### src/rtl/ushp_consts.vh
`ifndef USHP_CONSTS_VH
`define USHP_CONSTS_VH

// status byte bit positions
`define USHP_ST_TX_FREE     0
`define USHP_ST_RX_AVAIL    1
`define USHP_ST_TX_EMPTY    2
`define USHP_ST_DSR         7

// command byte bit positions
`define USHP_CMD_TX_EN      0
`define USHP_CMD_DTR        1
`define USHP_CMD_RTS        5
`define USHP_CMD_SW_RESET   6

// mode byte fields
`define USHP_MODE_FACT_LSB  0
`define USHP_MODE_LEN_LSB   2
`define USHP_MODE_ONE_SYNC  7

// clock factor field codes
`define USHP_FACT_SYNC      2'h0
`define USHP_FACT_X1        2'h1
`define USHP_FACT_X16       2'h2
`define USHP_FACT_X64       2'h3

// bit clock edges per bit, minus one
`define USHP_DIV_X1         6'h00
`define USHP_DIV_X16        6'h0f
`define USHP_DIV_X64        6'h3f

// shortest character, in data bits
`define USHP_MIN_CHAR_BITS  4'h5

// reset values
`define USHP_RESET_MODE     8'h00
`define USHP_RESET_CMD      8'h00
`define USHP_RESET_SYNC     8'h00

`endif

### src/rtl/ushp_sync2.v
`timescale 1ns/1ps

// two-flop synchroniser for pins from outside the clock domain
module ushp_sync2 #(
    parameter         W    = 1,
    parameter [W-1:0] INIT = {W{1'b1}}
) (
    // system
    input  wire         clock,
    input  wire         reset,
    // pins
    input  wire [W-1:0] din,
    output wire [W-1:0] dout
);

    reg [W-1:0] meta_q;
    reg [W-1:0] sync_q;

    always @(posedge clock) begin
        if (reset) begin
            meta_q <= INIT;
            sync_q <= INIT;
        end else begin
            meta_q <= din;
            sync_q <= meta_q;
        end
    end

    assign dout = sync_q;

endmodule // ushp_sync2

### src/rtl/ushp_tx_shifter.v
`timescale 1ns/1ps

// parallel to serial shifter, lsb first, one bit per bit_tick
module ushp_tx_shifter #(
    parameter FW = 10,
    parameter CW = 4
) (
    // system
    input  wire          clock,
    input  wire          reset,
    input  wire          flush,
    // timing
    input  wire          bit_tick,
    // frame load
    input  wire          load,
    input  wire [FW-1:0] frame,
    input  wire [CW-1:0] frame_len,
    // state and line
    output wire          busy,
    output reg           serial_out
);

    reg [FW-1:0] sh_q;
    reg [CW-1:0] cnt_q;

    assign busy = (cnt_q != {CW{1'b0}});

    always @(posedge clock) begin
        if (reset || flush) begin
            sh_q       <= {FW{1'b0}};
            cnt_q      <= {CW{1'b0}};
            serial_out <= 1'b1;
        end else if (load && bit_tick) begin
            // load on the edge that ends the previous last bit
            serial_out <= frame[0];
            sh_q       <= {1'b0, frame[FW-1:1]};
            cnt_q      <= frame_len - {{(CW-1){1'b0}}, 1'b1};
        end else if (load) begin
            sh_q  <= frame;
            cnt_q <= frame_len;
        end else if (bit_tick && busy) begin
            serial_out <= sh_q[0];
            sh_q       <= {1'b0, sh_q[FW-1:1]};
            cnt_q      <= cnt_q - {{(CW-1){1'b0}}, 1'b1};
        end else if (bit_tick) begin
            serial_out <= 1'b1;
        end
    end

endmodule // ushp_tx_shifter

### src/rtl/ushp_host_port.v
`timescale 1ns/1ps
`include "ushp_consts.vh"

// What this block does
// - chip select high: bus undriven, read and write strobes ignored.
// - select low, c_d 0: read returns rx buffer, write loads tx buffer.
// - select low, c_d 1: read gives status, write is a control byte.
// - reset high holds the block idle; its release enters standby.
// - standby ends only when a mode byte is written.
// - status bit 7 shows data-set-ready.
// - terminal-ready pin is the inverse of command bit 1.
// - request-to-send pin is the inverse of command bit 5.
// - transmit only with clear-to-send low and transmit enable set.
// - clear-to-send lost mid-send: finish written data, then hold line high.
// - holding-free pin gated by empty buffer, enable and clear-to-send.
// - status bit 0 shows holding buffer empty, ungated.
// - holding-free clears at the falling edge of a data write.
// - data write over a full holding buffer overwrites unsent data.
// - shifter done: holding moves to shifter, holding-free set.
// - all-empty set when shifter done and holding buffer empty.
// - async: all-empty idles line high; data write clears it.
// - sync: all-empty starts sending the stored sync characters.
// - sync: all-empty clears only after sync characters and new data.
// - bits shift out on the falling edge of the transmit bit clock.
// - control path writes land in the mode, sync character and command bytes.
// - status readable at all times except in standby.
module ushp_host_port #(
    parameter DW = 8,
    parameter FW = 10
) (
    // system
    input  wire          clock,
    input  wire          reset,
    // host bus
    input  wire          cs_n,
    input  wire          rd_n,
    input  wire          wr_n,
    input  wire          c_d,
    input  wire [DW-1:0] data_in,
    output reg  [DW-1:0] data_out,
    output reg           data_oe,
    // receiver side
    input  wire [DW-1:0] rx_char,
    input  wire          rx_char_strobe,
    output reg           rx_char_available,
    // modem
    input  wire          dsr_n,
    input  wire          cts_n,
    output reg           dtr_n,
    output reg           rts_n,
    // transmitter
    input  wire          tx_bit_clock,
    output wire          serial_out_line,
    output reg           tx_holding_free,
    output reg           tx_all_empty,
    output reg           standby_mode
);

    localparam [3:0] ST_STANDBY = 4'h1;
    localparam [3:0] ST_SYNC1   = 4'h2;
    localparam [3:0] ST_SYNC2   = 4'h4;
    localparam [3:0] ST_CMD     = 4'h8;

    localparam SW = DW + 7;

    // synchronised pins
    wire [SW-1:0] pins_s;
    wire          cs_s;
    wire          rd_s;
    wire          wr_s;
    wire          cd_s;
    wire          dsr_s;
    wire          cts_s;
    wire          txc_s;
    wire [DW-1:0] data_s;

    ushp_sync2 #(
        .W    (SW),
        .INIT ({SW{1'b1}})
    ) u_sync (
        .clock (clock),
        .reset (reset),
        .din   ({data_in, tx_bit_clock, cts_n, dsr_n, c_d, wr_n, rd_n,
                 cs_n}),
        .dout  (pins_s)
    );

    assign {data_s, txc_s, cts_s, dsr_s, cd_s, wr_s, rd_s, cs_s} = pins_s;

    // registers
    reg [3:0]    ctl_q;
    reg [DW-1:0] mode_q;
    reg [DW-1:0] cmd_q;
    reg [DW-1:0] sync0_q;
    reg [DW-1:0] sync1_q;
    reg [DW-1:0] hold_q;
    reg [DW-1:0] rx_buf_q;
    reg [DW-1:0] wdata_q;
    reg          hold_full_q;
    reg          wr_prev_q;
    reg          rd_prev_q;
    reg          txc_prev_q;
    reg          wr_pend_q;
    reg          wr_cd_q;
    reg          run_q;
    reg          sync_idx_q;
    reg [5:0]    div_q;

    wire stby       = ctl_q[0];
    wire sync_mode  = (mode_q[1:0] == `USHP_FACT_SYNC);
    wire two_sync   = ~mode_q[`USHP_MODE_ONE_SYNC];
    wire tx_en      = cmd_q[`USHP_CMD_TX_EN];
    wire tx_gate    = tx_en & ~cts_s;

    // strobe falls only while selected; a write rise ends any pending write
    wire wr_fall    = ~cs_s & ~wr_s & wr_prev_q;
    wire wr_rise    = wr_s & ~wr_prev_q & wr_pend_q;
    wire rd_act     = ~cs_s & ~rd_s;
    wire rd_fall    = rd_act & rd_prev_q;
    wire data_wfall = wr_fall & ~cd_s & ~stby;
    wire data_wdone = wr_rise & ~wr_cd_q;
    wire ctl_wdone  = wr_rise & wr_cd_q;
    wire sw_reset   = ctl_wdone & ctl_q[3] & wdata_q[`USHP_CMD_SW_RESET];

    // transmit bit clock: count falling edges per bit
    wire       txc_fall = ~txc_s & txc_prev_q;
    reg  [5:0] div_top;

    always @* begin
        case (mode_q[1:0])
            `USHP_FACT_X16: div_top = `USHP_DIV_X16;
            `USHP_FACT_X64: div_top = `USHP_DIV_X64;
            default:        div_top = `USHP_DIV_X1;
        endcase
    end

    wire bit_tick = txc_fall & (div_q == div_top);

    // frame builder: async adds start and stop, sync sends bare bits
    wire [3:0]    nbits  = `USHP_MIN_CHAR_BITS +
                           {2'h0, mode_q[`USHP_MODE_LEN_LSB+1:
                                         `USHP_MODE_LEN_LSB]};
    wire [FW-1:0] dmask  = ~({FW{1'b1}} << nbits);
    reg  [DW-1:0] char_sel;
    reg  [FW-1:0] frame;
    reg  [3:0]    frame_len;

    // transmit scheduling
    wire sh_busy;
    wire wr_hold    = wr_pend_q & ~wr_cd_q;
    wire load_data  = ~stby & ~sh_busy & hold_full_q & ~wr_hold &
                      (tx_gate | run_q) &
                      (~sync_mode | ~sync_idx_q);
    wire load_sync  = ~stby & sync_mode & ~sh_busy & ~load_data &
                      tx_gate & (sync_idx_q | tx_all_empty);
    wire load       = load_data | load_sync;

    always @* begin
        if (load_data) begin
            char_sel = hold_q;
        end else if (sync_idx_q) begin
            char_sel = sync1_q;
        end else begin
            char_sel = sync0_q;
        end
        if (sync_mode) begin
            frame     = {{(FW-DW){1'b0}}, char_sel} & dmask;
            frame_len = nbits;
        end else begin
            frame     = ((({{(FW-DW){1'b0}}, char_sel} & dmask)
                          << 1) | ~(dmask << 1)) & ~{{(FW-1){1'b0}}, 1'b1};
            frame_len = nbits + 4'h2;
        end
    end

    ushp_tx_shifter #(
        .FW (FW),
        .CW (4)
    ) u_shift (
        .clock      (clock),
        .reset      (reset),
        .flush      (stby),
        .bit_tick   (bit_tick),
        .load       (load),
        .frame      (frame),
        .frame_len  (frame_len),
        .busy       (sh_busy),
        .serial_out (serial_out_line)
    );

    // status byte
    wire [DW-1:0] status;
    assign status = {~dsr_s, 3'h0, 1'b0, tx_all_empty,
                     rx_char_available, ~hold_full_q};

    // edge history and write capture
    always @(posedge clock) begin
        if (reset) begin
            wr_prev_q  <= 1'b1;
            rd_prev_q  <= 1'b1;
            txc_prev_q <= 1'b1;
            wr_pend_q  <= 1'b0;
            wr_cd_q    <= 1'b0;
            wdata_q    <= {DW{1'b0}};
        end else begin
            wr_prev_q  <= wr_s;
            rd_prev_q  <= ~rd_act;
            txc_prev_q <= txc_s;
            if (wr_fall) begin
                wr_pend_q <= 1'b1;
                wr_cd_q   <= cd_s;
            end else if (wr_rise) begin
                wr_pend_q <= 1'b0;
            end
            // bus data is held until the strobe rises
            if (~wr_s) begin
                wdata_q <= data_s;
            end
        end
    end

    // control path: mode, sync characters, commands
    always @(posedge clock) begin
        if (reset || sw_reset) begin
            ctl_q   <= ST_STANDBY;
            mode_q  <= `USHP_RESET_MODE;
            cmd_q   <= `USHP_RESET_CMD;
            sync0_q <= `USHP_RESET_SYNC;
            sync1_q <= `USHP_RESET_SYNC;
        end else if (ctl_wdone) begin
            case (ctl_q)
                ST_STANDBY: begin
                    mode_q <= wdata_q;
                    if (wdata_q[1:0] == `USHP_FACT_SYNC) begin
                        ctl_q <= ST_SYNC1;
                    end else begin
                        ctl_q <= ST_CMD;
                    end
                end
                ST_SYNC1: begin
                    sync0_q <= wdata_q;
                    if (two_sync) begin
                        ctl_q <= ST_SYNC2;
                    end else begin
                        ctl_q <= ST_CMD;
                    end
                end
                ST_SYNC2: begin
                    sync1_q <= wdata_q;
                    ctl_q   <= ST_CMD;
                end
                ST_CMD: begin
                    cmd_q <= wdata_q;
                end
                default: begin
                    ctl_q <= ST_STANDBY;
                end
            endcase
        end
    end

    // holding buffer and transmit sequencing
    always @(posedge clock) begin
        if (reset || stby) begin
            hold_q      <= {DW{1'b0}};
            hold_full_q <= 1'b0;
            run_q       <= 1'b0;
            sync_idx_q  <= 1'b0;
            div_q       <= 6'h00;
            tx_all_empty <= 1'b1;
        end else begin
            // the write's falling edge beats a same-cycle transfer
            if (data_wfall) begin
                hold_full_q <= 1'b1;
            end else if (load_data) begin
                hold_full_q <= 1'b0;
            end
            if (data_wdone) begin
                hold_q <= wdata_q;
            end
            if (load_data) begin
                run_q <= 1'b1;
            end else if (~sh_busy & ~hold_full_q) begin
                run_q <= 1'b0;
            end
            if (load_sync) begin
                sync_idx_q <= two_sync & ~sync_idx_q;
            end
            if (txc_fall) begin
                if (div_q == div_top) begin
                    div_q <= 6'h00;
                end else begin
                    div_q <= div_q + 6'h01;
                end
            end
            if (~sync_mode & data_wfall) begin
                tx_all_empty <= 1'b0;
            end else if (load_data) begin
                tx_all_empty <= 1'b0;
            end else if (~sh_busy & ~hold_full_q & ~load) begin
                tx_all_empty <= 1'b1;
            end
        end
    end

    // receive buffer: a new character wins over a same-cycle read
    always @(posedge clock) begin
        if (reset || stby) begin
            rx_buf_q          <= {DW{1'b0}};
            rx_char_available <= 1'b0;
        end else if (rx_char_strobe) begin
            rx_buf_q          <= rx_char;
            rx_char_available <= 1'b1;
        end else if (rd_fall & ~cd_s) begin
            rx_char_available <= 1'b0;
        end
    end

    // bus drive and pin outputs
    always @(posedge clock) begin
        if (reset) begin
            data_out        <= {DW{1'b0}};
            data_oe         <= 1'b0;
            dtr_n           <= 1'b1;
            rts_n           <= 1'b1;
            tx_holding_free <= 1'b0;
            standby_mode    <= 1'b1;
        end else begin
            if (cd_s) begin
                data_out <= status;
            end else begin
                data_out <= rx_buf_q;
            end
            // status is withheld in standby
            data_oe         <= rd_act & ~(cd_s & stby);
            dtr_n           <= ~cmd_q[`USHP_CMD_DTR];
            rts_n           <= ~cmd_q[`USHP_CMD_RTS];
            tx_holding_free <= ~stby & ~hold_full_q & ~data_wfall &
                               tx_gate;
            standby_mode    <= stby;
        end
    end

endmodule // ushp_host_port

### config.mk
export PLATFORM = sky130hd
export DESIGN_NAME = ushp_host_port
export DESIGN_NICKNAME = d
export VERILOG_FILES = /design/src/rtl/ushp_sync2.v /design/src/rtl/ushp_tx_shifter.v /design/src/rtl/ushp_host_port.v
export VERILOG_INCLUDE_DIRS = /design/src /design/src/rtl
export SDC_FILE = /design/constraint.sdc
export NUM_CORES = 1
export LEC_CHECK = 0
export ABC_AREA = 1
export BUFFER_PORTS_ARGS = -buffer_cell sky130_fd_sc_hd__buf_2
export CORE_UTILIZATION = 64
export DETAILED_ROUTE_END_ITERATION = 8
export GPL_TIMING_DRIVEN = 1
export PLACE_DENSITY = 0.84
export SYNTH_ARGS = -nofsm -noshare
export SYNTH_HDL_FRONTEND = slang
export SYNTH_HIERARCHICAL = 1
export SYNTH_SLANG_ARGS = --single-unit
### constraint.sdc
create_clock -name clock -period 5.25 [get_ports clock]
set_clock_uncertainty 0.1 [all_clocks]
set_input_delay 1.05 -clock clock [delete_from_list [all_inputs] [get_ports clock]]
set_output_delay 1.05 -clock clock [all_outputs]
set_load 0.01 [all_outputs]
Word level (Yosys, flattened, before mapping)
Index checks and enable logic that the tools add are counted.
{ "totals": {"wordCells": 168, "in_bits": 26, "regBits": 132} }
{ "op_classes": {"shift": 1, "n_eq_ne": 8, "muxes": 31, "bitwise": 68, "n_reduce_logical": 23, "add_sub_neg": 5} }
{ "ops": {"columns": ["op", "count"], "rows": [
  ["1-bit bitwise AND", 36],
  ["10-bit two-way mux", 3],
  ["4-bit two-way mux", 6],
  ["8-bit two-way mux", 3],
  ["1-bit NOT", 24],
  ["10-bit NOT", 2],
  ["4-bit one-hot mux with 4 select lines", 1],
  ["1-bit two-way mux", 15],
  ["6-bit one-hot mux with 2 select lines", 1],
  ["2-bit AND reduction", 6],
  ["8-bit by 10-bit bitwise AND with 10-bit output", 1],
  ["10-bit bitwise OR", 1],
  ["2-bit nonzero test", 5],
  ["10-bit by 4-bit left shift with 10-bit output, first input constant", 1],
  ["9-bit two-way mux", 1],
  ["3-bit nonzero test", 3],
  ["4-bit by 1-bit subtractor with 4-bit output, second input constant", 2],
  ["6-bit by 1-bit adder with 6-bit output, second input constant", 1],
  ["6-bit equality test", 1],
  ["6-bit two-way mux", 1],
  ["3-bit by 2-bit adder with 4-bit output, first input constant", 1],
  ["4-bit by 2-bit adder with 4-bit output, second input constant", 1],
  ["2-bit equality test, second input constant", 2],
  ["4-bit by 1-bit equality test with 1-bit output, second input constant", 1],
  ["10 further kinds", 17]
]} }

Logic depth before layout (Yosys ltp)
Gate-level depths: netlist of the first run.
{ "depth": {"word_depth": 17, "depth_mapped": 17, "ltp_nobuf": 16} }

Modules after synthesis
The synthesis of the first run kept the hierarchy.
{ "modules_own_cells": {"columns": ["mod", "n_inst", "seq_area_each_um2", "area_per_inst_um2", "cells_each"], "rows": [
  ["ushp_host_port", 1, 1621.6, 3505.9, 484],
  ["ushp_tx_shifter", 1, 300.3, 945.9, 143],
  ["ushp_sync2", 1, 600.6, 868.3, 94]
]} }

Worst setup path after synthesis of the first run
Ideal clock, no wire load.
{ "synth_timing": {"kind": "flip-flop to flip-flop", "start": "register u_shift.cnt_q[0]", "end": "register u_shift.serial_out", "t_required_ps": 5031, "setup_ps": 119, "setup_slack_ps": 3145, "synth_period_minus_slack_ps": 2105, "t_arrival_ps": 1886, "stages_incl_launch_ff": 17, "path_cell_list": "dfxtp_1 inv_1 ha_1 nand3_2 nor2_4 nand3_2 inv_1 nand2_1 buf_4 nand2_1 buf_6 inv_8 buf_6 a21oi_1 nand3_1 o21ai_0 nand2_1"} }
{ "synth_between": {"elab_chain_len": 15, "word_cells_on_any_way": 24, "cone_classes": "eq/ne: 1; mux: 5; bitwise: 13; reduce/logical: 5"} }
{ "synth_rtl": {"columns": ["item", "line_no", "source"], "rows": [
  ["from (decl)", "ushp_tx_shifter.v:24", "reg [CW-1:0] cnt_q;"],
  ["from (signal assigned)", "ushp_tx_shifter.v:31", "cnt_q <= {CW{1'b0}};"],
  ["from (signal assigned)", "ushp_tx_shifter.v:37", "cnt_q <= frame_len - {{(CW-1){1'b0}}, 1'b1};"],
  ["from (signal assigned)", "ushp_tx_shifter.v:40", "cnt_q <= frame_len;"],
  ["4-bit nonzero test *", "ushp_tx_shifter.v:26", "assign busy = (cnt_q != {CW{1'b0}});"],
  ["named net sh_busy", "ushp_host_port.v:149", "wire sh_busy;"],
  ["1-bit NOT *", "ushp_host_port.v:151, ushp_host_port.v:154", null],
  ["1-bit bitwise AND (4 in a row)", "ushp_host_port.v:151", "wire load_data = ~stby & ~sh_busy & hold_full_q & ~wr_hold &"],
  ["1-bit bitwise AND", "ushp_host_port.v:152", "(tx_gate | run_q) &"],
  ["1-bit NOT", "ushp_host_port.v:154", "wire load_sync = ~stby & sync_mode & ~sh_busy & ~load_data &"],
  ["1-bit bitwise AND (2 in a row)", "ushp_host_port.v:154", null],
  ["1-bit bitwise AND", "ushp_host_port.v:155", "tx_gate & (sync_idx_q | tx_all_empty);"],
  ["1-bit bitwise OR *", "ushp_host_port.v:156", "wire load = load_data | load_sync;"],
  ["named net load", "ushp_host_port.v:156", null],
  ["1-bit logical AND", "ushp_tx_shifter.v:33", "end else if (load && bit_tick) begin"],
  ["2-bit by 1-bit != test with 1-bit output (no line) / 3-bit nonzero test (equally long branches)", null, null],
  ["2-bit AND reduction (no line)", null, null],
  ["to (signal assigned)", "ushp_tx_shifter.v:35", "serial_out <= frame[0];"],
  ["to (signal assigned)", "ushp_tx_shifter.v:42", "serial_out <= sh_q[0];"],
  ["to (decl)", "ushp_tx_shifter.v:20", "output reg serial_out"]
]} }
Mark *: on every way through the listed nets, which the timed path passes. The rest lies on a longest branch. The select of a mux whose other input is x is not followed.
A chain may end at the register's enable or synchronous reset.

Final worst setup path of the first run
{ "layout_timing": {"start": "register mode_q[1]", "end": "register u_shift.sh_q[3]"} }
{ "layout_between": {"elab_chain_len": 11, "word_cells_on_any_way": 25, "cone_classes": "eq/ne: 3; mux: 5; bitwise: 13; reduce/logical: 4"} }
{ "layout_rtl": {"columns": ["item", "line_no", "source"], "rows": [
  ["from (decl)", "ushp_host_port.v:92", "reg [DW-1:0] mode_q;"],
  ["from (signal assigned)", "ushp_host_port.v:226", "mode_q <= `USHP_RESET_MODE;"],
  ["from (signal assigned)", "ushp_host_port.v:233", "mode_q <= wdata_q;"],
  ["2-bit logical NOT (no line) *", null, null],
  ["1-bit NOT", "ushp_host_port.v:153", "(~sync_mode | ~sync_idx_q);"],
  ["1-bit bitwise OR", "ushp_host_port.v:153", null],
  ["1-bit bitwise AND", "ushp_host_port.v:152", null],
  ["1-bit NOT", "ushp_host_port.v:154", null],
  ["1-bit bitwise AND (2 in a row)", "ushp_host_port.v:154", null],
  ["1-bit bitwise AND", "ushp_host_port.v:155", null],
  ["1-bit bitwise OR *", "ushp_host_port.v:156", null],
  ["named net load", "ushp_host_port.v:156", null],
  ["10-bit two-way mux / 1-bit logical AND (equally long branches)", "ushp_tx_shifter.v:38, ushp_tx_shifter.v:33", null],
  ["9-bit two-way mux / 3-bit nonzero test (equally long branches)", null, null],
  ["to (signal assigned)", "ushp_tx_shifter.v:36", "sh_q <= {1'b0, frame[FW-1:1]};"],
  ["to (signal assigned)", "ushp_tx_shifter.v:39", "sh_q <= frame;"],
  ["to (signal assigned)", "ushp_tx_shifter.v:43", "sh_q <= {1'b0, sh_q[FW-1:1]};"],
  ["to (decl)", "ushp_tx_shifter.v:23", "reg [FW-1:0] sh_q;"]
]} }
Mark *: on every way through the listed nets, which the timed path passes. The rest lies on a longest branch.

==> results.py, run 1 <==
metrics = {
    "clock_tree": {
        "htree_num_levels": 4,
        "cts_resized": 0,
        "cts_tree": "built",
        "cts_buffers": 17,
        "numClockSinks": 126,
        "clkTransAtPathRegs_ns": 0.07,
        "clk_latency_ns": 0.53,
        "cts_setup_buffers": 0,
        "cts_hold_buf": 0,
        "cts_max_path_buffers": 2,
        "cts-root-buf": "clkbuf_8",
    },
    "timing": {
        "final-setup-viol-count": 0,
        "post-route-min-period_ns": 2.90,
        "fin_tns_setup_ns": 0,
        "max_slew.worst_pin.slew_ns": 0.959,
        "fin_crit_sh_pct": 55.3,
        "rsz0062_at_grt": "no",
        "finalHoldViolations": 0,
        "relSlewSlack_pct": 35.8,
        "slew_viol_final": 0,
        "fmax_mhz": 345,
    },
    "logic_synthesis": {
        "syn_inst": 721,
        "ys_types": 38,
        "ys_top_cells_by_area": "dfxtp_1 (47%), nand2_1 (14%), inv_1 (6.1%)",
        "synth_seq_area_share_pct": 47.4,
        "ys_ff_latch": 126,
        "syn_nets": 755,
        "synth_edf_count": 0,
        "synth_warnings": 6,
        "synthArstFlopShare_pct": 0,
        "syn_area_um2": 5320,
        "ys.flop_type": "dfxtp_1",
        "avgSynthCellArea_um2": 7.38,
        "synth_top_area_cell": "dfxtp_1",
        "synth_top_cell_area_share_pct": 47.4,
    },
    "placed_design": {
        "hpwl_um": 7980,
        "gp_congestion": 0.935,
        "io_buffers": 41,
        "dpl.cell_count": 843,
    },
    "critical_path": {
        "crit_fanout": 19,
        "required_ns": 5.61,
        "endpoint_kind": "flip-flop",
        "cp-start-kind": "flip-flop",
        "worstPathArrival_ns": 3.26,
        "setup.worst_path.class": "flip-flop to flip-flop",
    },
    "power_and_ir_drop": {
        "power_density_nw_per_um2": 350,
        "power_leakage_nw": 2.69,
        "peakVddDrop_mv": 0.273,
    },
    "route": {
        "drc": 0,
        "avgRoutedWirePerCell_um": 13.7,
        "via_count": 4706,
        "viasPerCell": 5.38,
        "drt_iter0_drc": 226,
        "drt_wl_total_um": 12000,
        "first_pass_iters": 4,
        "antenna_left": 0,
    },
    "global_routing": {
        "grt_use_met2_pct": 51.9,
        "first_global_vias": 4601,
        "grt_start_max_net_pins": 31,
        "busiest_layer": "met2",
        "gr-usage-met3_pct": 6.83,
        "grt_pass1_wl_um": 20300,
        "grt_overflow_total": 0,
        "use_met1_pct": 34.2,
        "track_usage_pct": 30.0,
        "antenna_found_initial": 0,
    },
    "floorplanning": {
        "num_io_pins": 42,
        "fp.coreArea_um2": 7890,
        "rows": 32,
        "fp.dieArea_um2": 8680,
        "die_h_um": 93.2,
        "start_util_pct": 67.4,
        "die_w_um": 93.2,
    },
    "layout": {
        "num_antenna_cells": 0,
        "nNetsFinal": 794,
        "drive_gt1_share_pct": 13.8,
        "fillCellCount": 572,
        "area_growth_pct": 13.8,
        "final_cell_count_no_fill": 875,
        "final_cell_mix": "nand2_1 (195), dfxtp_1 (126), inv_1 (87), nor2_1 (76), a21oi_1 (65)",
        "mostFrequentLayoutCell": "nand2_1",
    },
    "min_path": {
        "min_path_type": "flip-flop to flip-flop",
    },
    "job": {
        "cap_violations": 0,
    },
    "status": {
        "status": "finished clean",
    },
}
where the power goes:
group	total, mW	internal [mW]	leakage [nW]	switching, mW
registers	0.984	0.972	1.02	0.0115
clock network	1.09	0.603	0.265	0.486
logic	0.0477	0.0172	1.40	0.0305
area by class of cell:
class,count,area [µm²],share of cell area [%]
clock buffer,17,414,6.84
timing repair buffer,41,205,3.39
inverter,99,383,6.33
sequential,126,2520,41.7
clock inverter,15,143,2.36
multi-input combinational,475,2260,37.3
tap,102,128,2.11
worst max-delay path, stage by stage, from the launching register on:
cell	delay, ns
dfxtp_1	0.34
nor2_1	0.54
nand2_1	0.11
nand2_1	0.15
inv_1	0.05
nand2_1	0.26
nand2_1	0.43
inv_8	0.24
nand2_4	0.15
inv_2	0.19
o21ai_0	0.12
nor2_1	0.15
metrics by stage:
step	power [mW]	hold WS (ns)	setup slack, ns	utilization, %	instance area, µm²
detailed placement	1.05	0.283	2.44	69.7	5500
finish	2.12	0.296	2.35	76.7	6050
global placement	1.05	0.275	2.57	69.7	5500
global route	2.19	0.316	1.99	76.7	6050
CTS	2.13	0.297	2.39	76.7	6050
floorplan	1.03	0.266	3.15	-	5320
kinds of logic after synthesis:
kind of cell | after synthesis | share of synthesized area (%)
buf+inv | 120 | 10.2
flops | 126 | 47.4
xor+xnor | 6 | 0.988
compound gates | 134 | 13.3
mux | 1 | 0.188
fa+ha+maj | 8 | 1.88
simple gates | 326 | 26.1
sequential cells by signal (all words and copies together), names as in the netlist, 3 cells and up:
signal and flops:
u_sync/dout 15, u_sync/meta_q 15, u_shift/sh_q 10, data_out 8
hold_q 8, rx_buf_q 8, sync0_q 8, sync1_q 8
wdata_q 8, div_q 6, mode_q 5, ctl_q 4
u_shift/cnt_q 4, cmd_q 3
routing by layer:
layer / wire, µm / part of all wire [%]
met3: 549 / 4.6
met5: 0 / 0
met2: 6160 / 51
met4: 333 / 2.8
met1: 4950 / 41
synth_stat cells (2+ instances only):
| cell | instances |
|---|---|
| a211oi_1 | 2 |
| a21boi_0 | 4 |
| a21oi_1 | 65 |
| buf_2 | 4 |
| buf_4 | 3 |
| buf_6 | 8 |
| clkbuf_1 | 4 |
| clkbuf_2 | 2 |
| dfxtp_1 | 126 |
| ha_1 | 8 |
| inv_1 | 87 |
| inv_2 | 8 |
| nand2_1 | 195 |
| nand2_2 | 5 |
| nand2_4 | 3 |
| nand3_1 | 27 |
| nand3_2 | 3 |
| nand4_1 | 2 |
| nor2_1 | 76 |
| nor2_2 | 6 |
| nor2_4 | 2 |
| nor2_8 | 2 |
| nor3_1 | 2 |
| o211ai_1 | 4 |
| o21a_1 | 2 |
| o21ai_0 | 53 |
| o22ai_1 | 2 |
| or2_2 | 2 |
| xnor2_1 | 2 |
| xor2_1 | 4 |
worst paths after layout:
kind | start | slack [ns] | to | cells past startpoint
min reg2reg | cmd_q[1]$_SDFFE_PP0P_ | 0.30 | dtr_n$_SDFF_PP1_ | 1
max | mode_q[1]$_SDFFE_PP0P_ | 2.35 | u_shift/sh_q[3]$_SDFFE_PP0P_ | 11
min | cmd_q[1]$_SDFFE_PP0P_ | 0.30 | dtr_n$_SDFF_PP1_ | 1
max reg2reg | mode_q[1]$_SDFFE_PP0P_ | 2.35 | u_shift/sh_q[3]$_SDFFE_PP0P_ | 11
No activity file was read; power rests on OpenSTA's default activity.
==> run 2: changes to the inputs <==
ABC_AREA = 0   (was 1)
CORE_UTILIZATION = 53   (was 64)
PLACE_DENSITY = 0.75   (was 0.84)
clock period = 2.4 ns   (was 5.25 ns; I/O delays follow)
==> run 2 against run 1 <==
Effect of this change:
- flip-flop and latch count unchanged
- global-route usage down 6.2 points
- sequential share of layout area down 2.3 points
- first-iteration DRC count down 34%
- die area up 18%
- synthesized cell count down 25%
- final cell count down 15%
- power up 130%
- wire length down 8.8%
- core utilization down 8.7 points
- hold slack worse by 0.28 ns
- critical endpoint is now u_shift/sh_q[6]$_SDFFE_PP0P_
==> results.py, run 2 <==
metrics = {
    "logic_synthesis": {
        "ys.flop_type": "dfxtp_1",
        "synth_warnings": 6,
        "syn_nets": 577,
        "syn_area_um2": 5230,
        "synth_top_cell_area_share_pct": 48.2,
        "synth_edf_count": 0,
        "synthTopCellsByCount": "dfxtp_1 (126), nor2_1 (85), mux2i_1 (72)",
        "synth.most_common_cell": "dfxtp_1",
        "synthArstFlopShare_pct": 0,
        "syn_inst": 543,
        "ys_ff_latch": 126,
        "ys_types": 52,
        "ys_top_cells_by_area": "dfxtp_1 (48%), mux2i_1 (14%), nor2_1 (6.1%)",
        "avgSynthCellArea_um2": 9.63,
        "synth_top_area_cell": "dfxtp_1",
        "synth_seq_area_share_pct": 48.2,
    },
    "clock_tree": {
        "cts_max_path_buffers": 2,
        "numClockSinks": 126,
        "clk_latency_ns": 0.53,
        "cts-root-buf": "clkbuf_8",
        "clkTransAtPathRegs_ns": 0.06,
        "cts_buffers": 17,
        "htree_num_levels": 4,
        "cts_tree": "built",
        "cts_hold_buf": 0,
    },
    "power_and_ir_drop": {
        "peakVddDrop_mv": 0.447,
        "p_switching_mw": 1.07,
        "swShare_pct": 22.1,
        "p_int_mw": 3.79,
        "power_density_nw_per_um2": 760,
        "power_leakage_nw": 2.53,
        "power_frac_seq_pct": 44.2,
        "clockPowerShare_pct": 53.5,
        "p_comb_share_pct": 2.3,
    },
    "layout": {
        "nNetsFinal": 635,
        "postLayoutCellArea_um2": 6400,
        "seqCellArea_um2": 2520,
        "multi_input_area_um2": 2600,
        "mostFrequentLayoutCell": "dfxtp_1",
        "area_growth_pct": 22.4,
        "fillCellCount": 717,
        "num_antenna_cells": 0,
        "drive_gt1_share_pct": 22.8,
        "final_cell_mix": "dfxtp_1 (125), nor2_1 (84), mux2i_1 (72), buf_2 (42), nand2_1 (31)",
    },
    "global_routing": {
        "grt_start_max_net_pins": 46,
        "track_usage_pct": 23.8,
        "grt_overflow_total": 0,
        "grt_pass1_wl_um": 18700,
        "antenna_found_initial": 0,
        "first_global_vias": 4056,
    },
    "critical_path": {
        "setup.worst_path.class": "flip-flop to flip-flop",
        "slowest_delay_ns": 0.39,
        "cp-start-kind": "flip-flop",
        "critPathTopFamily": "simple AND/OR/NAND/NOR gates",
        "worstPathArrival_ns": 2.69,
        "required_ns": 2.70,
        "crit_fanout": 8,
        "crit_buf_inv": 3,
        "endpoint_kind": "flip-flop",
        "critPathSlowestCell": "or3b_4",
        "path_cells": "inv_2, ha_4, or3b_4, nor2_4, nand4_1, buf_6, buf_4, nor3_4, o32ai_2, mux2i_1, nand2_1, o211ai_1, a21oi_1",
    },
    "timing": {
        "relSlewSlack_pct": 55.9,
        "rsz0062_at_grt": "yes",
        "fin_ws_ns": 0.0104,
        "fmax_mhz": 418,
        "final-setup-viol-count": 0,
        "finalHoldViolations": 0,
        "fin_crit_sh_pct": 99.6,
        "slew_viol_final": 0,
        "max_slew.worst_pin.slew_ns": 0.661,
        "post-route-min-period_ns": 2.39,
    },
    "placed_design": {
        "gp_congestion": 0.832,
        "io_buffers": 41,
        "hpwl_um": 7250,
        "placed_area_um2": 5690,
        "pre_cts_ws_ns": -0.0695,
    },
    "route": {
        "avgRoutedWirePerCell_um": 14.7,
        "drt_wl_total_um": 10900,
        "antenna_left": 0,
        "viasPerCell": 5.30,
        "via_count": 3940,
        "drc": 0,
        "drt_iter0_drc": 149,
        "first_pass_iters": 4,
    },
    "job": {
        "cap_violations": 0,
    },
    "floorplanning": {
        "die_h_um": 101,
        "fp.dieArea_um2": 10300,
        "rows": 35,
        "fp.coreArea_um2": 9420,
        "die_w_um": 101,
        "num_io_pins": 42,
        "start_util_pct": 55.5,
    },
    "status": {
        "status": "finished clean",
    },
    "min_path": {
        "min_path_type": "input port to flip-flop",
    },
}
run 2: power by group through the flow:
| stage | sequential [mW] | combinational (mW) | clock, mW |
|---|---|---|---|
| after detailed placement | 2.20 | 0.112 | 0 |
| after global routing | 2.15 | 0.125 | 2.74 |
| final | 2.15 | 0.112 | 2.60 |
| after global placement | 2.20 | 0.108 | 0 |
| after CTS | 2.15 | 0.113 | 2.64 |
| after floorplan | 2.19 | 0.0778 | 0 |
run 2: timing repair:
action                                  CTS  global route
endpoints found under the setup margin    7            12
buffers inserted                          1             2
pin swaps                                 2             7
gates resized for setup                  10             3
cloned                                    0             1
run 2: worst paths after layout:
check | cells after the start | to | from | slack (ns)
setup / recovery | 13 | u_shift/sh_q[6]$_SDFFE_PP0P_ | u_shift/cnt_q[1]$_SDFFE_PP0P_ | 0.01
hold / removal | 2 | u_sync/meta_q[5]$_SDFF_PP1_ | cts_n | 0.02
setup reg to reg | 13 | u_shift/sh_q[6]$_SDFFE_PP0P_ | u_shift/cnt_q[1]$_SDFFE_PP0P_ | 0.01
hold reg to reg | 1 | u_sync/dout[7]$_SDFF_PP1_ | u_sync/meta_q[7]$_SDFF_PP1_ | 0.30
run 2: final cells by class:
cell class                 instances  area share [%]
multi-input combinational        370            40.7
timing repair buffer              73            7.23
sequential                       126            39.4
inverter                          13           0.762
clock buffer                      19            6.59
tap                              129            2.52
clock inverter                    13            2.80
run 2: logic make-up (layout without fill, tap and decap cells):
family	Yosys count	in the layout	share of synthesized area, %
AOI/OAI and AO/OA	67	67	8.54
xor gates and xnor gates	10	10	1.67
adders and majority gates	8	8	1.91
buffers and inverters	47	118	4.02
DFF	126	126	48.2
muxes	81	81	15.7
and+or+nand+nor	204	204	19.9
run 2: metrics by stage:
step	total power [mW]	std cells	utilization [%]	TNS, ns	hold WS (ns)
2_1_floorplan	2.26	543	-	-0.0309	0.270
3_3_place_gp	2.30	707	60.5	-0.0659	0.285
3_5_place_dp	2.31	707	60.5	-0.246	0.283
4_1_cts	4.90	740	67.5	0	0.0111
5_1_grt	5.02	743	68.0	-1.06	0.0185
6_report	4.87	743	68.0	0	0.0191
run 2: worst register-to-register path, stage by stage, from the launching register on:
cell and delay, ns:
dfxtp_2 0.32, inv_2 0.06, ha_4 0.12, or3b_4 0.39
nor2_4 0.11, nand4_1 0.14, buf_6 0.19, buf_4 0.16
nor3_4 0.16, o32ai_2 0.11, mux2i_1 0.16, nand2_1 0.07
o211ai_1 0.08, a21oi_1 0.08
run 2: per-layer routing:
metal  track usage (%)  share of wire [%]  vias up  wire (µm)
met3              5.38                5.1       14        557
met1              27.6                 44     1859       4840
li1                  -                  -     1964          -
met5                 0                  0        -          0
met2              41.5                 49      103       5400
met4              11.4                1.3        0        145
==> run 3: changes to the inputs <==
RECOVER_POWER = 100   (was not set)
==> run 3 against run 2 <==
Effect of this change:
- clock-buffer cell count stayed put
- via count rose by 0.43%
- fmax up 0.17%
- hold slack better by 0.012 ns
- critical endpoint unchanged
- wire length is 0.42% higher
- highest routed layer unchanged
- sequential power about the same
- flip-flop and latch count unchanged
- worst setup slack better by 0.0040 ns
- global-route usage is the same
==> results.py, run 3 (synthesized netlist as in run 2, its figures left out) <==
metrics = {
    "status": {
        "status": "finished clean",
    },
    "route": {
        "antenna_left": 0,
        "viasPerCell": 5.33,
        "drc": 0,
        "drt_wl_total_um": 11000,
        "drt_iter0_drc": 177,
        "via_count": 3957,
        "avgRoutedWirePerCell_um": 14.8,
        "first_pass_iters": 4,
    },
    "layout": {
        "num_antenna_cells": 0,
        "final_cell_mix": "dfxtp_1 (125), nor2_1 (84), mux2i_1 (72), nand2_1 (31), or2_1 (30)",
        "postLayoutCellArea_um2": 6360,
        "mostFrequentLayoutCell": "dfxtp_1",
        "final_cell_count_no_fill": 743,
        "nNetsFinal": 635,
        "area_growth_pct": 21.7,
        "drive_gt1_share_pct": 19.5,
    },
    "critical_path": {
        "crit_buf_inv": 3,
        "setup.worst_path.class": "flip-flop to flip-flop",
        "cp-start-kind": "flip-flop",
        "reg2reg_to": "u_shift/sh_q[6]$_SDFFE_PP0P_",
        "worstPathArrival_ns": 2.68,
        "crit_fanout": 8,
        "path_cells": "inv_2, ha_4, or3b_4, nor2_4, nand4_1, buf_6, buf_4, nor3_4, o32ai_2, mux2i_1, nand2_1, o211ai_1, a21oi_1",
        "required_ns": 2.70,
        "critPathSlowestCell": "or3b_4",
        "r2r_slack_ns": 0.01,
        "slowest_delay_ns": 0.39,
        "endpoint_kind": "flip-flop",
        "timing.rr.start": "u_shift/cnt_q[1]$_SDFFE_PP0P_",
        "r2r_cells": 13,
        "critPathTopFamily": "simple AND/OR/NAND/NOR gates",
    },
    "timing": {
        "relSlewSlack_pct": 1.63,
        "finalHoldViolations": 0,
        "rsz0062_at_grt": "yes",
        "post-route-min-period_ns": 2.39,
        "fin_crit_sh_pct": 99.4,
        "final-setup-viol-count": 0,
        "max_slew.worst_pin.slew_ns": 1.48,
        "fmax_mhz": 419,
        "slew_viol_final": 0,
    },
    "power_and_ir_drop": {
        "power_leakage_nw": 2.46,
        "power_density_nw_per_um2": 764,
        "peakVddDrop_mv": 0.452,
    },
    "placed_design": {
        "gp_congestion": 0.832,
        "hpwl_um": 7250,
        "dpl.cell_count": 707,
        "placed_area_um2": 5690,
        "io_buffers": 41,
    },
    "clock_tree": {
        "cts-root-buf": "clkbuf_8",
        "cts_tree": "built",
        "htree_num_levels": 4,
        "cts_buffers": 17,
        "numClockSinks": 126,
        "clk_latency_ns": 0.52,
        "clkTransAtPathRegs_ns": 0.06,
        "cts_max_path_buffers": 2,
    },
    "global_routing": {
        "grt_start_max_net_pins": 46,
        "grt_pass1_wl_um": 18700,
        "antenna_found_initial": 0,
        "track_usage_pct": 23.8,
        "first_global_vias": 4056,
        "grt_overflow_total": 0,
    },
    "min_path": {
        "hold_path_end": "u_sync/meta_q[5]$_SDFF_PP1_",
        "min_path_type": "input port to flip-flop",
        "min_from": "cts_n",
        "hold_depth": 2,
    },
    "floorplanning": {
        "die_w_um": 101,
        "num_io_pins": 42,
        "fp.coreArea_um2": 9420,
        "rows": 35,
        "fp.dieArea_um2": 10300,
        "start_util_pct": 55.5,
        "die_h_um": 101,
    },
    "job": {
        "cap_violations": 0,
    },
}
==> run 3: area by class of cell <==
cell class / count / area, µm²
multi-input cells: 370 / 2600
well taps: 129 / 161
repair buffers: 73 / 425
flip-flops and latches: 126 / 2520
fillers: 728 / 3050
clock buffers: 19 / 422
clock inverters: 13 / 179
inverters: 13 / 48.8
==> run 3: timing repair <==
action | in CTS | in global routing
cloned | 0 | 1
hold buffers | 0 | 0
gates resized for setup | 10 | 3
setup endpoints to repair | 7 | 12
pin swaps | 2 | 7
buffers inserted | 1 | 2
==> run 3: power breakdown <==
part | internal [mW] | switching [mW]
clock | 1.61 | 0.990
combinational | 0.0539 | 0.0552
sequential | 2.13 | 0.0240
total | 3.79 | 1.07
==> run 3: layer usage <==
layer	part of all wire [%]	GRT usage [%]
met2	50	41.5
met5	0	0
met1	44	27.6
met4	1.4	11.4
met3	4.3	5.38
==> run 3: worst max-delay path by stage <==
stage / endpoint / start / cells past startpoint / slack (ns)
finish: u_shift/sh_q[6]$_SDFFE_PP0P_ / u_shift/cnt_q[1]$_SDFFE_PP0P_ / 13 / 0.01
global route: u_shift/sh_q[2]$_SDFFE_PP0P_ / u_shift/cnt_q[1]$_SDFFE_PP0P_ / 12 / -0.12
CTS: u_shift/sh_q[5]$_SDFFE_PP0P_ / u_shift/cnt_q[1]$_SDFFE_PP0P_ / 13 / 0.004
detailed placement: u_shift/sh_q[4]$_SDFFE_PP0P_ / u_shift/cnt_q[1]$_SDFFE_PP0P_ / 11 / -0.07
global placement: u_shift/sh_q[4]$_SDFFE_PP0P_ / u_shift/cnt_q[1]$_SDFFE_PP0P_ / 11 / -0.04
floorplan: u_shift/cnt_q[3]$_SDFFE_PP0P_ / u_shift/cnt_q[1]$_SDFFE_PP0P_ / 11 / -0.03
==> run 3: per-stage QoR <==
step / setup slack (ns) / setup TNS [ns] / utilization (%) / hold WS [ns] / total power [mW]
floorplan: -0.0309 / -0.0309 / - / 0.270 / 2.26
detailed placement: -0.0695 / -0.246 / 60.5 / 0.283 / 2.31
finish: 0.0144 / 0 / 67.6 / 0.0314 / 4.86
global placement: -0.0390 / -0.0659 / 60.5 / 0.285 / 2.30
CTS: 0.00388 / 0 / 67.5 / 0.0111 / 4.90
global route: -0.117 / -1.06 / 67.6 / 0.0185 / 5.02
==> run 3: worst register-to-register path: cells and delay by family, from the launching register on <==
kind            cells  cell delay (ns)
mux                 1             0.16
flops               1             0.32
simple gates        5             0.87
compound gates      3             0.27
buf+inv             3             0.41
fa+ha+maj           1             0.12
